<file path="config.mk">
export PLATFORM = sky130hd
export DESIGN_NAME = mmpt_sequencer
export DESIGN_NICKNAME = d
export VERILOG_FILES = /design/src/mmpt_pkg.sv /design/src/mmpt_period_tick.sv /design/src/mmpt_sequencer.sv
export VERILOG_INCLUDE_DIRS = /design/src
export SDC_FILE = /design/constraint.sdc
export NUM_CORES = 1
export LEC_CHECK = 0
export BUFFER_PORTS_ARGS = -buffer_cell sky130_fd_sc_hd__clkbuf_2
export CAP_MARGIN = 20
export CELL_PAD_IN_SITES_DETAIL_PLACEMENT = 1
export CELL_PAD_IN_SITES_GLOBAL_PLACEMENT = 2
export CORE_MARGIN = 4
export CORE_UTILIZATION = 25
export DETAILED_ROUTE_END_ITERATION = 10
export PLACE_DENSITY = 0.5
export SLEW_MARGIN = 20
export SYNTH_ARGS = -nofsm -noshare
export SYNTH_HDL_FRONTEND = slang
export SYNTH_SLANG_ARGS = --single-unit
</file>
<file path="constraint.sdc">
create_clock -name core_clk -period 7.5 [get_ports core_clk]
set_input_delay 0.375 -clock core_clk [delete_from_list [all_inputs] [get_ports core_clk]]
set_output_delay 0.375 -clock core_clk [all_outputs]
set_load 0.03 [all_outputs]
</file>
<file path="src/mmpt_cfg.svh">
// Timing constants for the measurement and protection sequencer
`ifndef MMPT_CFG_SVH
`define MMPT_CFG_SVH
`define MMPT_CLK_KHZ         100000
`define MMPT_CS_SETTLE_NS    62000
`define MMPT_CS_REF3_NS      4096000
`define MMPT_CS_REF2_NS      1024000
`define MMPT_CS_REF1_NS      512000
`define MMPT_CS_REF0_NS      256000
`define MMPT_CS_CONV3_NS     12350000
`define MMPT_CS_CONV2_NS     3134000
`define MMPT_CS_CONV1_NS     1598000
`define MMPT_CS_CONV0_NS     830000
`define MMPT_ADC_CONV_NS     8000
`define MMPT_ADC_CYCLE_NS    192000
`define MMPT_CELL_SCAN_NS    8000000
`define MMPT_TEMP_SCAN_NS    4000000
`define MMPT_CELL_BIST_NS    23000000
`define MMPT_TEMP_BIST_NS    20000000
`define MMPT_PWR_BIST_NS     11500000
`define MMPT_CLK_NS          10
`endif

</file>
<file path="src/mmpt_pkg.sv">
// Types for the measurement and protection sequencer
package mmpt_pkg;
  typedef enum logic [1:0] {
    MMPT_CS_IDLE   = 2'b00,
    MMPT_CS_SETTLE = 2'b01,
    MMPT_CS_RUN    = 2'b11
  } mmpt_cs_state_t;
endpackage

</file>
<file path="src/mmpt_period_tick.sv">
// Free-running period counter producing one-cycle ticks
`timescale 1ns/1ns
`default_nettype none
module mmpt_period_tick #(
  parameter int W = 32
) (
  // Clocking
  input  wire logic         core_clk,
  input  wire logic         rst_n,
  input  wire logic         clk_en,
  // Control
  input  wire logic         run,
  input  wire logic [W-1:0] period,
  // Result
  output logic              tick
);
  logic [W-1:0] count;
  always_ff @(posedge core_clk or negedge rst_n) begin
    if (!rst_n) begin
      count <= '0;
      tick  <= 1'b0;
    end else if (clk_en) begin
      if (!run) begin
        count <= '0;
        tick  <= 1'b0;
      end else if (count >= period - W'(1)) begin
        count <= '0;
        tick  <= 1'b1;
      end else begin
        count <= count + W'(1);
        tick  <= 1'b0;
      end
    end
  end
endmodule
`default_nettype wire

</file>
<file path="src/mmpt_sequencer.sv">
// Measurement and protection timing sequencer
`include "mmpt_cfg.svh"
`timescale 1ns/1ns
`default_nettype none
module mmpt_sequencer
  import mmpt_pkg::*;
#(
  parameter int W                 = 32,
  parameter int CS_SETTLE_CYC     = `MMPT_CS_SETTLE_NS / `MMPT_CLK_NS,
  parameter int CS_REF3_CYC       = `MMPT_CS_REF3_NS / `MMPT_CLK_NS,
  parameter int CS_REF2_CYC       = `MMPT_CS_REF2_NS / `MMPT_CLK_NS,
  parameter int CS_REF1_CYC       = `MMPT_CS_REF1_NS / `MMPT_CLK_NS,
  parameter int CS_REF0_CYC       = `MMPT_CS_REF0_NS / `MMPT_CLK_NS,
  parameter int CS_CONV3_CYC      = `MMPT_CS_CONV3_NS / `MMPT_CLK_NS,
  parameter int CS_CONV2_CYC      = `MMPT_CS_CONV2_NS / `MMPT_CLK_NS,
  parameter int CS_CONV1_CYC      = `MMPT_CS_CONV1_NS / `MMPT_CLK_NS,
  parameter int CS_CONV0_CYC      = `MMPT_CS_CONV0_NS / `MMPT_CLK_NS,
  parameter int ADC_CONV_CYC      = `MMPT_ADC_CONV_NS / `MMPT_CLK_NS,
  parameter int ADC_CYCLE_CYC     = `MMPT_ADC_CYCLE_NS / `MMPT_CLK_NS,
  parameter int CELL_SCAN_CYC     = `MMPT_CELL_SCAN_NS / `MMPT_CLK_NS,
  parameter int TEMP_SCAN_CYC     = `MMPT_TEMP_SCAN_NS / `MMPT_CLK_NS,
  parameter int CELL_BIST_CYC     = `MMPT_CELL_BIST_NS / `MMPT_CLK_NS,
  parameter int TEMP_BIST_CYC     = `MMPT_TEMP_BIST_NS / `MMPT_CLK_NS,
  parameter int PWR_BIST_CYC      = `MMPT_PWR_BIST_NS / `MMPT_CLK_NS
) (
  // Clocking
  input  wire logic       core_clk,
  input  wire logic       rst_n,
  input  wire logic       clk_en,
  // Current-sense control
  input  wire logic       cs_enable,
  input  wire logic       cs_continuous,
  input  wire logic [1:0] current_sense_decimation_select,
  // Main converter, comparator and self-test control
  input  wire logic       main_adc_enable,
  input  wire logic       cell_limit_enable,
  input  wire logic       temp_limit_enable,
  input  wire logic       cell_bist_go,
  input  wire logic       temp_bist_go,
  input  wire logic       pwr_bist_go,
  // Current-sense status
  output logic            cs_valid,
  output logic            cs_result_tick,
  output logic            cs_busy,
  // Main converter
  output logic            main_conv_tick,
  output logic            main_cycle_tick,
  // Comparator scans
  output logic            cell_high_limit_check,
  output logic            cell_low_limit_check,
  output logic            temp_high_limit_check,
  output logic            temp_low_limit_check,
  // Self tests
  output logic            cell_bist_busy,
  output logic            cell_bist_done,
  output logic            temp_bist_busy,
  output logic            temp_bist_done,
  output logic            pwr_bist_busy,
  output logic            pwr_bist_done
);
  mmpt_cs_state_t cs_state;
  logic [W-1:0]   cs_count;
  logic [W-1:0]   cs_ref_period;
  logic [W-1:0]   cs_conv_period;
  logic [W-1:0]   cs_target;
  logic [4:0]     main_slot;
  logic           cell_tick;
  logic           temp_tick;
  logic [W-1:0]   cell_bist_count;
  logic [W-1:0]   temp_bist_count;
  logic [W-1:0]   pwr_bist_count;

  // Period lookup from the decimation select; all nominal, which keeps
  // the count error at zero and well inside the accuracy band
  always_comb begin
    case (current_sense_decimation_select)
      2'h3: begin
        cs_ref_period  = W'(CS_REF3_CYC);
        cs_conv_period = W'(CS_CONV3_CYC);
      end
      2'h2: begin
        cs_ref_period  = W'(CS_REF2_CYC);
        cs_conv_period = W'(CS_CONV2_CYC);
      end
      2'h1: begin
        cs_ref_period  = W'(CS_REF1_CYC);
        cs_conv_period = W'(CS_CONV1_CYC);
      end
      default: begin
        cs_ref_period  = W'(CS_REF0_CYC);
        cs_conv_period = W'(CS_CONV0_CYC);
      end
    endcase
    cs_target = cs_continuous ? cs_ref_period : cs_conv_period;
  end

  // Current-sense sequencing: settle, then refresh or one conversion
  always_ff @(posedge core_clk or negedge rst_n) begin
    if (!rst_n) begin
      cs_state       <= MMPT_CS_IDLE;
      cs_count       <= '0;
      cs_valid       <= 1'b0;
      cs_result_tick <= 1'b0;
    end else if (clk_en) begin
      cs_result_tick <= 1'b0;
      case (cs_state)
        MMPT_CS_IDLE: begin
          cs_count <= '0;
          if (cs_enable) begin
            cs_state <= MMPT_CS_SETTLE;
            cs_valid <= 1'b0;
          end
        end
        MMPT_CS_SETTLE: begin
          if (!cs_enable) begin
            cs_state <= MMPT_CS_IDLE;
          end else if (cs_count >= W'(CS_SETTLE_CYC) - W'(1)) begin
            cs_state <= MMPT_CS_RUN;
            cs_count <= '0;
          end else begin
            cs_count <= cs_count + W'(1);
          end
        end
        MMPT_CS_RUN: begin
          if (!cs_enable) begin
            cs_state <= MMPT_CS_IDLE;
            cs_valid <= 1'b0;
          end else if (cs_count >= cs_target - W'(1)) begin
            cs_count       <= '0;
            cs_valid       <= 1'b1;
            cs_result_tick <= 1'b1;
            // A single conversion returns to idle; a held enable starts a new settle on the next edge
            if (!cs_continuous) begin
              cs_state <= MMPT_CS_IDLE;
            end
          end else begin
            cs_count <= cs_count + W'(1);
          end
        end
        default: cs_state <= MMPT_CS_IDLE;
      endcase
    end
  end

  assign cs_busy = (cs_state != MMPT_CS_IDLE);

  // Main converter: 24 slots of one conversion each make one pass
  mmpt_period_tick #(.W(W)) u_main_conv (
    .core_clk (core_clk),
    .rst_n    (rst_n),
    .clk_en   (clk_en),
    .run      (main_adc_enable),
    .period   (W'(ADC_CONV_CYC)),
    .tick     (main_conv_tick)
  );

  always_ff @(posedge core_clk or negedge rst_n) begin
    if (!rst_n) begin
      main_slot       <= '0;
      main_cycle_tick <= 1'b0;
    end else if (clk_en) begin
      main_cycle_tick <= 1'b0;
      if (!main_adc_enable) begin
        main_slot <= '0;
      end else if (main_conv_tick) begin
        if (main_slot >= 5'(ADC_CYCLE_CYC / ADC_CONV_CYC) - 5'd1) begin
          main_slot       <= '0;
          main_cycle_tick <= 1'b1;
        end else begin
          main_slot <= main_slot + 5'd1;
        end
      end
    end
  end

  // Cell scan pulses both high and low checks together
  mmpt_period_tick #(.W(W)) u_cell_scan (
    .core_clk (core_clk),
    .rst_n    (rst_n),
    .clk_en   (clk_en),
    .run      (cell_limit_enable),
    .period   (W'(CELL_SCAN_CYC)),
    .tick     (cell_tick)
  );

  // Temperature scan; the host holds off until the bias is stable
  mmpt_period_tick #(.W(W)) u_temp_scan (
    .core_clk (core_clk),
    .rst_n    (rst_n),
    .clk_en   (clk_en),
    .run      (temp_limit_enable),
    .period   (W'(TEMP_SCAN_CYC)),
    .tick     (temp_tick)
  );

  assign cell_high_limit_check = cell_tick;
  assign cell_low_limit_check  = cell_tick;
  assign temp_high_limit_check = temp_tick;
  assign temp_low_limit_check  = temp_tick;

  // Self-test timers; a go while busy is ignored
  always_ff @(posedge core_clk or negedge rst_n) begin
    if (!rst_n) begin
      cell_bist_busy  <= 1'b0;
      cell_bist_done  <= 1'b0;
      cell_bist_count <= '0;
    end else if (clk_en) begin
      cell_bist_done <= 1'b0;
      if (!cell_bist_busy) begin
        cell_bist_busy  <= cell_bist_go;
        cell_bist_count <= '0;
      end else if (cell_bist_count >= W'(CELL_BIST_CYC) - W'(1)) begin
        cell_bist_busy <= 1'b0;
        cell_bist_done <= 1'b1;
      end else begin
        cell_bist_count <= cell_bist_count + W'(1);
      end
    end
  end

  always_ff @(posedge core_clk or negedge rst_n) begin
    if (!rst_n) begin
      temp_bist_busy  <= 1'b0;
      temp_bist_done  <= 1'b0;
      temp_bist_count <= '0;
    end else if (clk_en) begin
      temp_bist_done <= 1'b0;
      if (!temp_bist_busy) begin
        temp_bist_busy  <= temp_bist_go;
        temp_bist_count <= '0;
      end else if (temp_bist_count >= W'(TEMP_BIST_CYC) - W'(1)) begin
        temp_bist_busy <= 1'b0;
        temp_bist_done <= 1'b1;
      end else begin
        temp_bist_count <= temp_bist_count + W'(1);
      end
    end
  end

  always_ff @(posedge core_clk or negedge rst_n) begin
    if (!rst_n) begin
      pwr_bist_busy  <= 1'b0;
      pwr_bist_done  <= 1'b0;
      pwr_bist_count <= '0;
    end else if (clk_en) begin
      pwr_bist_done <= 1'b0;
      if (!pwr_bist_busy) begin
        pwr_bist_busy  <= pwr_bist_go;
        pwr_bist_count <= '0;
      end else if (pwr_bist_count >= W'(PWR_BIST_CYC) - W'(1)) begin
        pwr_bist_busy <= 1'b0;
        pwr_bist_done <= 1'b1;
      end else begin
        pwr_bist_count <= pwr_bist_count + W'(1);
      end
    end
  end
endmodule
`default_nettype wire

</file>
Word level (Yosys, flattened, before mapping)
Cells that the tools add are included.
{"block": "classes", "order_cmp": 9, "eq_ne": 15, "reduce_logical": 11, "add_sub_neg": 9, "n_mux": 58}
{"cell": "2-to-1 mux 32 bit", "n": 17}
{"cell": "adder 32 x 1 -> 32 bit (second input constant)", "n": 7}
{"cell": "one-hot mux 32 bit (3 select lines)", "n": 1}
{"cell": "greater-or-equal comparator 32 x 21 -> 1 bit (second input constant)", "n": 2}
{"cell": "one-hot mux 21 bit (3 select lines)", "n": 1}
{"cell": "one-hot mux 19 bit (3 select lines)", "n": 1}
{"cell": "greater-or-equal comparator 32 x 10 -> 1 bit (second input constant)", "n": 1}
{"cell": "greater-or-equal comparator 32 x 13 -> 1 bit (second input constant)", "n": 1}
{"cell": "greater-or-equal comparator 32 x 19 -> 1 bit (second input constant)", "n": 1}
{"cell": "greater-or-equal comparator 32 x 20 -> 1 bit (second input constant)", "n": 1}
{"cell": "greater-or-equal comparator 32 x 22 -> 1 bit (second input constant)", "n": 1}
{"cell": "greater-or-equal comparator 32 bit", "n": 1}
{"cell": "subtractor 32 x 1 -> 32 bit (second input constant)", "n": 1}
{"cell": "2-to-1 mux 1 bit", "n": 27}
{"cell": "2-to-1 mux 5 bit", "n": 3}
{"cell": "2-to-1 mux 2 bit", "n": 6}
{"cell": "inequality test 2 bit (second input constant)", "n": 6}
{"cell": "inequality test 3 bit (second input constant)", "n": 3}
{"cell": "AND reduction 2 bit", "n": 4}
{"cell": "AND reduction 4 bit", "n": 2}
{"cell": "equality test 2 bit (second input constant)", "n": 3}
{"cell": "one-hot mux 2 bit (3 select lines)", "n": 1}
{"cell": "adder 5 x 1 -> 5 bit (second input constant)", "n": 1}
{"cell": "greater-or-equal comparator 5 bit (second input constant)", "n": 1}
{"cell": "7 further kinds", "n": 9}
{"block": "totals", "inputBits": 13, "out_inout_bits": 15, "reg_bits": 243, "elab_cells": 123}

Depth between registers and ports, before layout
Gate-level depths: netlist of the first run.
{"block": "depth", "ltp_word": 8, "depth_mapped": 16, "mapped_depth_nobuf": 15}

Hierarchy
From an unflattened synthesis of the first run, not the netlist that was laid out.
{"block": "unflattened", "hier_cells": 2037, "area_unflattened_um2": 17879.6}
{"module": "mmpt_sequencer", "area_per_inst_um2": 8176.6, "cells_each": 905, "n_inst": 1}
{"module": "mmpt_period_tick at u_cell_scan ...", "area_per_inst_um2": 3188.1, "cells_each": 371, "n_inst": 2}
{"module": "mmpt_period_tick at u_temp_scan", "area_per_inst_um2": 3326.9, "cells_each": 390, "n_inst": 1}

Worst setup path after synthesis of the first run
No wires, ideal clock.
{"block": "synth_timing", "path_kind": "input port to flip-flop", "from": "input cs_continuous", "to": "register cs_count[20]", "arrival_ps": 3106, "setup_slack_ps": 4275, "setup_time_ps": 119, "cell_stages": 13, "cell_sequence": "clkbuf_1 inv_1 ha_1 nor3_1 o21ai_0 a2bb2o_1 ha_1 nand4_1 a311oi_1 nor3_2 a311oi_4 buf_4 nor2_1"}
{"block": "synth_via", "elab_chain_len": 6}
{"element": "from (decl)", "line": "mmpt_sequencer.sv:32", "text": "input wire logic cs_continuous,"}
{"element": "2-to-1 mux 32 bit", "line": "mmpt_sequencer.sv:94", "text": "cs_target = cs_continuous ? cs_ref_period : cs_conv_period;"}
{"element": "subtractor 32 x 1 -> 32 bit", "line": "mmpt_sequencer.sv:128", "text": "end else if (cs_count >= cs_target - W'(1)) begin"}
{"element": "greater-or-equal comparator 32 bit", "line": "mmpt_sequencer.sv:128"}
{"element": "2-to-1 mux 32 bit", "line": "mmpt_sequencer.sv:128"}
{"element": "2-to-1 mux 32 bit", "line": "mmpt_sequencer.sv:125", "text": "if (!cs_enable) begin"}
{"element": "one-hot mux 32 bit (3 select lines)", "line": "mmpt_sequencer.sv:106", "text": "case (cs_state)"}
{"element": "to (signal assigned)", "line": "mmpt_sequencer.sv:121", "text": "cs_count <= cs_count + W'(1);"}
{"element": "to (signal assigned)", "line": "mmpt_sequencer.sv:137", "text": "cs_count <= cs_count + W'(1);"}
{"element": "to (decl)", "line": "mmpt_sequencer.sv:62", "text": "logic [W-1:0] cs_count;"}
Every way passes these cells. The select of a mux whose other input is x is not followed.
A chain may end at the register's enable or synchronous reset.

Final worst setup path of the first run
{"block": "layout_timing", "from": "input current_sense_decimation_select[0]", "to": "register cs_count[6]"}
{"block": "layout_via", "elab_chain_len": 8}
{"element": "from (decl)", "line": "mmpt_sequencer.sv:33", "text": "input wire logic [1:0] current_sense_decimation_select,"}
{"element": "equality test 2 x 1 -> 1 bit or equality test 2 bit (tied branches)", "line": "mmpt_sequencer.sv:76", "text": "case (current_sense_decimation_select)"}
{"element": "one-hot mux 21 bit (3 select lines) or one-hot mux 19 bit (3 select lines) (tied branches)", "line": "mmpt_sequencer.sv:76"}
{"element": "2-to-1 mux 32 bit *", "line": "mmpt_sequencer.sv:94"}
{"element": "subtractor 32 x 1 -> 32 bit *", "line": "mmpt_sequencer.sv:128"}
{"element": "greater-or-equal comparator 32 bit *", "line": "mmpt_sequencer.sv:128"}
{"element": "2-to-1 mux 32 bit *", "line": "mmpt_sequencer.sv:128"}
{"element": "2-to-1 mux 32 bit *", "line": "mmpt_sequencer.sv:125"}
{"element": "one-hot mux 32 bit (3 select lines) *", "line": "mmpt_sequencer.sv:106"}
Mark *: on every way between the ends. The rest lies on a longest branch, timed or not. The select of a mux whose other input is x is not followed.

==> run metrics, run 1 <==
outcome completed; met3 usage in global routing under 10%; initial core utilization approximately 25%; critical path capture point type flip-flop; gate count after technology mapping approximately 1300; syn avg cell area a little under 10 sq um; origin of the critical flop-to-flop path cs_count[20]; vias in the first global route just over 10000; worst min-delay path category primary input to flip-flop; area share of the largest cell type after synthesis roughly half; Sum Neg Setup Slack 0 ns; Final Hold Viols 0; cell count of the worst hold path 3; CP arrival between 3 and 4 ns; final worst setup slack 4.34 ns; post-route clock period utilization a little over two fifths; TritonCTS clock tree done; ys flop type sky130_fd_sc_hd__dfrtp_1; DRC violations left 0; largest cells by area after synthesis sky130_fd_sc_hd__dfrtp_1, sky130_fd_sc_hd__ha_1, sky130_fd_sc_hd__nor2b_1, sky130_fd_sc_hd__o21ai_0, sky130_fd_sc_hd__nand2_1; global-route usage over all layers between 10 and 15%; via count just under 10000; Remaining Overflow, GRT 0; input/output buffers 27; violation count after the first detailed-routing iteration ~480; post-DR wirelength/cell 17.2 um; launch instance of the worst min-delay path pwr_bist_go; Netlist Area Pre-Place between 10000 and 15000 sq um; area of the placeable core roughly 49000 sq um; Setup Slack @ Placement between 3 and 4 ns; post-detailed-route count of antenna-violating nets 0; sum of net half-perimeters after detailed placement roughly 21000 um; horizontal die dimension about 230 um; first-pass GRT wire length roughly 57000 um; actual slew at the worst max-slew pin just over 1 ns; leak pwr roughly 0.0063 uW; number of buffers on the longest clock path 3; insertion delay of the later-clocked pin in the worst-skew pair approximately 0.57 ns; clock period minus worst slack approximately 3.2 ns; Rows 81; met2 usage 20.6%; most used standard cell by instance count after synthesis sky130_fd_sc_hd__dfrtp_1; count of yosys warnings during synthesis 0; count of state elements after synthesis between 200 and 250; Post-synth EDFFs 0; die boundary height between 200 and 250 um; crit path launch type primary input; count of cell types in the netlist 77; number of buffers added to fix hold violations after cts 2; number of cells on the worst reg-to-reg path 7; Die ar. around 53000 sq um; worst-case headroom to the max-slew limit about a third; CTS root buffer sky130_fd_sc_hd__clkbuf_16; worst setup path category primary input to flip-flop; switching fraction of total power between 20% and 30%; sum of routed wire length over all layers 34000 um; endpoint of the worst hold-timing path pwr_bist_busy; register-to-register setup slack ~4.5 ns; Fin Clk Skew about 0.0097 ns; number of nets in the finished design ~1300; required time at the endpoint of the critical path between 7 and 8 ns; number of max-slew violations in the final report 0; Area Growth Syn to Fin 15.2%; fraction of the yosys area taken by sequential cells 49.2%; Initial DRT Pass Iterations 4; P_int ~2400 uW; total setup violations reported at the end of the flow 0; vias per std cell ~5; initial antenna violation count 0; ranking of synthesized cells by instance count sky130_fd_sc_hd__dfrtp_1, sky130_fd_sc_hd__nand2_1, sky130_fd_sc_hd__nor2_1; switching component of the power 949 uW; share of cells above drive strength 1 8.93%; critical path peak fanout 19; number of CTS-inserted buffers 31; power per unit of standard cell area around 240 nW/um^2; count of inserted antenna diode cells 0; pin count of the biggest net entering global routing 148; Top Usage Layer GRT met2; fraction of registers with async set or reset after synthesis between 90% and 100%; cell accounting for the most synthesized area sky130_fd_sc_hd__dfrtp_1; Top-Level Pins 28; fraction of power consumed by the clock network between 40% and 50%; Clock Pin Slew Worst Setup and Hold Paths approximately 0.06 ns; sequential power share 44.1%; Setup Buffers After CTS 0; fmax between 300 and 400 MHz; count of max-cap constraint violations 0; Worst IR Drop VDD around 0.18 mV; met1 usage in global routing between 10% and 20%; unrepaired setup endpoints after global routing no; Critical R2R Capture cs_count[6]; post-CTS sizing 0; CTS H-tree lvls 1; GP Congestion around 0.70; Logic pwr share 10.4%; number of sinks on the clock net ~240
[flip-flops by register name, indices dropped and copies added (netlist names), 2 cells and up]
name	cells
pwr_bist_count	32
u_temp_scan.count	32
main_slot	5
temp_bist_count	32
u_cell_scan.count	32
cell_bist_count	32
cs_count	32
u_main_conv.count	32
cs_state	2
[area by class of cell]
type | instances | area, sq um
multi-input cells | 938 | 5910
well taps | 664 | 831
flip-flops and latches | 243 | 6080
inverters | 34 | 128
fillers | 5566 | 34700
repair buffers | 38 | 248
clock inverters | 19 | 223
clock buffers | 38 | 822
[power groups by stage]
stage          clock (uW)  sequential, uW  combinational (uW)
2_1_floorplan           0            1480                 256
3_3_place_gp            0            1520                 356
6_report             1540            1490                 351
3_5_place_dp            0            1520                 363
4_1_cts              1610            1490                 363
5_1_grt              1670            1510                 409
[cell families (layout without fill, tap and decap cells)]
kind of cell | count (synthesis) | count (layout) | synth area share [%]
AO/OA/AOI/OAI | 295 | 295 | 16.5
XOR/XNOR | 29 | 29 | 2.05
adder cells (fa/ha/maj) | 34 | 34 | 3.44
buffers and inverters | 91 | 129 | 3.09
flip-flops | 243 | 243 | 49.2
multiplexers | 11 | 11 | 0.911
other | 1 | 2 | 0.0303
AND/OR/NAND/NOR | 567 | 567 | 24.8
[critical path, stage by stage]
cell and delay, ns:
sky130_fd_sc_hd__clkbuf_2 0.14, sky130_fd_sc_hd__inv_1 0.09, sky130_fd_sc_hd__ha_1 0.27, sky130_fd_sc_hd__ha_1 0.22
sky130_fd_sc_hd__nor3_1 0.24, sky130_fd_sc_hd__o21ai_0 0.11, sky130_fd_sc_hd__a2bb2o_1 0.29, sky130_fd_sc_hd__ha_1 0.30
sky130_fd_sc_hd__nand4_1 0.10, sky130_fd_sc_hd__a311oi_1 0.32, sky130_fd_sc_hd__nor3_2 0.17, sky130_fd_sc_hd__a311oi_4 0.84
sky130_fd_sc_hd__nor2_1 0.12
[through the flow]
step | std cells | hold slack [ns] | power [uW] | instance area [sq um] | utilization [%]
6_report | 1974 | 0.0867 | 3380 | 14200 | 29.1
5_1_grt | 1974 | 0.0901 | 3590 | 14200 | 29.1
4_1_cts | 1974 | 0.0568 | 3460 | 14200 | 29.1
3_5_place_dp | 1915 | 0.472 | 1880 | 13200 | 26.9
3_3_place_gp | 1915 | 0.470 | 1870 | 13200 | 26.9
2_1_floorplan | 1272 | 0.0794 | 1740 | 12400 | -
[layout by cell type, fill, tap and decap left out, drive strengths merged, types with 5 or more instances in the layout]
cell type,instances
o21a,6
or3,16
nor2,90
clkinv,12
or2,5
o21ai,77
nor3b,7
or4,6
clkbuf,63
o2bb2ai,5
o211ai,15
a22o,23
xor2,8
inv,35
dfrtp,243
a21oi,53
a211o,6
a31oi,20
nand3,66
and4,11
and3,40
and2,47
a22oi,6
a41oi,5
o311ai,6
nand2b,10
nand4,29
nor3,34
ha,34
o31ai,20
a311oi,7
nand2,97
a31o,6
mux2i,9
a21o,14
xnor2,21
buf,11
nor4,40
nor2b,61
[how the worst max path moves through the flow]
stage	startpoint	to	slack [ns]	depth (start not counted)
floorplan	cs_continuous	cs_count[20]	4.28	13
global placement	current_sense_decimation_select[0]	cs_count[22]	3.78	13
detailed placement	current_sense_decimation_select[0]	cs_count[28]	3.69	13
CTS	current_sense_decimation_select[0]	cs_count[28]	4.31	13
global route	current_sense_decimation_select[0]	cs_count[18]	4.03	13
finish	current_sense_decimation_select[0]	cs_count[6]	4.34	13
[layer usage]
| layer | vias to the layer above | wire, um |
|---|---|---|
| li1 | 4688 | - |
| met1 | 5050 | 16900 |
| met2 | 80 | 15500 |
| met3 | 37 | 1140 |
| met4 | 0 | 499 |
| met5 | - | 0 |
(Power assumes the default switching activity.)
==> inputs of run 2 (changes only) <==
==> constraint.sdc (replaced) <==
create_clock -name core_clk -period 3.1 [get_ports core_clk]
set_input_delay 0.155 -clock core_clk [delete_from_list [all_inputs] [get_ports core_clk]]
set_output_delay 0.155 -clock core_clk [all_outputs]
set_load 0.03 [all_outputs]
==> run metrics, run 2 (synthesis results as in run 1) <==
vias per std cell between 4 and 5; power per unit of standard cell area about 580 nW/um^2; crit path launch type flip-flop; Setup Slack @ Placement between 0.05 and 0.06 ns; clock period minus worst slack around 2.8 ns; post-CTS sizing 0; initial antenna violation count 0; Worst IR Drop VDD 0.288 mV; Sum Neg Setup Slack 0 ns; post-DR wirelength/cell about 17 um; Fin Clk Skew between 0.02 and 0.025 ns; Final Hold Viols 0; via count roughly 10000; leak pwr about 0.0065 uW; GP Congestion roughly 0.71; area of the placeable core between 40000 and 50000 sq um; first-pass GRT wire length 58300 um; insertion delay of the later-clocked pin in the worst-skew pair 0.54 ns; number of buffers on the longest clock path 3; P_int between 6000 and 7000 uW; global-route usage over all layers between 10% and 20%; number of CTS-inserted buffers 34; Die ar. between 50000 and 60000 sq um; post-detailed-route count of antenna-violating nets 0; Initial DRT Pass Iterations 4; final worst setup slack 0.343 ns; CP arrival 3.20 ns; Clock Pin Slew Worst Setup and Hold Paths ~0.06 ns; fmax between 300 and 400 MHz; number of cells on the worst reg-to-reg path 7; CTS root buffer sky130_fd_sc_hd__clkbuf_16; critical path peak fanout 19; post-route clock period utilization between 80% and 90%; leading cell type in the layout, fill and taps excluded sky130_fd_sc_hd__dfrtp_1; number of fill cells 5533; register-to-register setup slack approximately 0.34 ns; cell count of the worst hold path 4; count of inserted antenna diode cells 0; die boundary height roughly 230 um; initial core utilization around a quarter; pin count of the biggest net entering global routing 127; commonest non-fill, non-tap cells in the layout sky130_fd_sc_hd__dfrtp_1, sky130_fd_sc_hd__nand2_1, sky130_fd_sc_hd__nor2_1; sum of routed wire length over all layers about 34000 um; endpoint of the worst hold-timing path u_temp_scan.count[1]; vias in the first global route between 10000 and 15000; outcome completed; worst min-delay path category primary input to flip-flop; horizontal die dimension ~230 um; Critical R2R Capture u_main_conv.count[8]; CTS H-tree lvls 2; launch instance of the worst min-delay path clk_en; Area Growth Syn to Fin 17.9%; Rows around 80; Setup Buffers After CTS 0; unrepaired setup endpoints after global routing no; switching fraction of total power between 20 and 30%; origin of the critical flop-to-flop path u_main_conv.count[0]; share of cells above drive strength 1 approximately a tenth; sum of net half-perimeters after detailed placement roughly 22000 um; total setup violations reported at the end of the flow 0; violation count after the first detailed-routing iteration ~370; TritonCTS clock tree done; critical path capture point type flip-flop; number of nets in the finished design 1366; Logic pwr share a little over a tenth; count of max-cap constraint violations 0; required time at the endpoint of the critical path 3.55 ns; DRC violations left 0; fraction of power consumed by the clock network 46.3%; sequential power share 42.8%; worst-case headroom to the max-slew limit 39.9%; number of sinks on the clock net around 240; number of max-slew violations in the final report 0; actual slew at the worst max-slew pin 0.898 ns; Remaining Overflow, GRT 0; worst setup path category flip-flop to flip-flop; switching component of the power 2310 uW; input/output buffers 27; Top-Level Pins 28
[run 2: cell count changes in the layout (fill, tap and decap cells not counted), moves of 3 or more]
cell,change
sky130_fd_sc_hd__clkinv_4,-5
sky130_fd_sc_hd__buf_12,+3
sky130_fd_sc_hd__buf_4,+21
sky130_fd_sc_hd__clkbuf_16,+4
sky130_fd_sc_hd__clkbuf_8,+5
sky130_fd_sc_hd__dlygate4sd3_1,+6
[run 2: stage by stage]
step                utilization, %  area (sq um)  power (uW)  instances  hold WS (ns)
floorplan                        -         12400        4200       1272        -0.141
global placement              27.4         13400        4570       1939         0.194
detailed placement            27.4         13400        4590       1939         0.187
CTS                           29.8         14600        8630       2006        0.0372
global route                  29.8         14600        8940       2006        0.0889
finish                        29.8         14600        8420       2006        0.0457
[run 2: power groups by stage]
stage / Clock [uW] / Sequential (uW) / Combinational [uW]
after global placement: 0 / 3660 / 912
final: 3900 / 3610 / 916
after detailed placement: 0 / 3660 / 935
after CTS: 4080 / 3610 / 946
after global routing: 4220 / 3650 / 1070
after floorplan: 0 / 3580 / 618
[run 2: final cells by class]
| type | count | area [sq um] | share of cell area (%) |
|---|---|---|---|
| tap | 664 | 831 | 5.70 |
| clock inverter | 10 | 109 | 0.747 |
| sequential | 243 | 6080 | 41.7 |
| multi-input combinational | 938 | 5910 | 40.5 |
| clock buffer | 49 | 998 | 6.85 |
| timing repair buffer | 68 | 526 | 3.60 |
| inverter | 34 | 128 | 0.875 |
[run 2: worst max path at each step]
| stage | from | end | slack (ns) |
|---|---|---|---|
| floorplan | cs_continuous | cs_count[28] | 0.1 |
| global placement | current_sense_decimation_select[1] | cs_count[26] | 0.17 |
| detailed placement | current_sense_decimation_select[1] | cs_count[13] | 0.05 |
| CTS | u_main_conv.count[0] | u_main_conv.count[8] | 0.32 |
| global route | u_main_conv.count[0] | u_main_conv.count[8] | 0.08 |
| finish | u_main_conv.count[0] | u_main_conv.count[8] | 0.34 |
[run 2: worst max-delay path: stages (launching register included)]
cell                       delay (ns)
sky130_fd_sc_hd__dfrtp_1         0.40
sky130_fd_sc_hd__ha_1            0.24
sky130_fd_sc_hd__and3_1          0.24
sky130_fd_sc_hd__a2111o_1        0.43
sky130_fd_sc_hd__a311oi_1        0.36
sky130_fd_sc_hd__and2b_1         0.58
sky130_fd_sc_hd__o21ai_0         0.22
sky130_fd_sc_hd__a31oi_1         0.21
[run 2: metal layers]
metal	wire (um)	vias to the layer above	global-route usage [%]
met3	884	42	2.09
met1	17300	4913	18.5
met2	15400	80	21.1
met5	0	-	0
li1	-	4745	-
met4	707	0	3.97
[run 2: what timing repair did]
item                                    CTS  global route
endpoints found under the setup margin    0             0
hold endpoints to repair                 86             0
hold buffers                              8             0
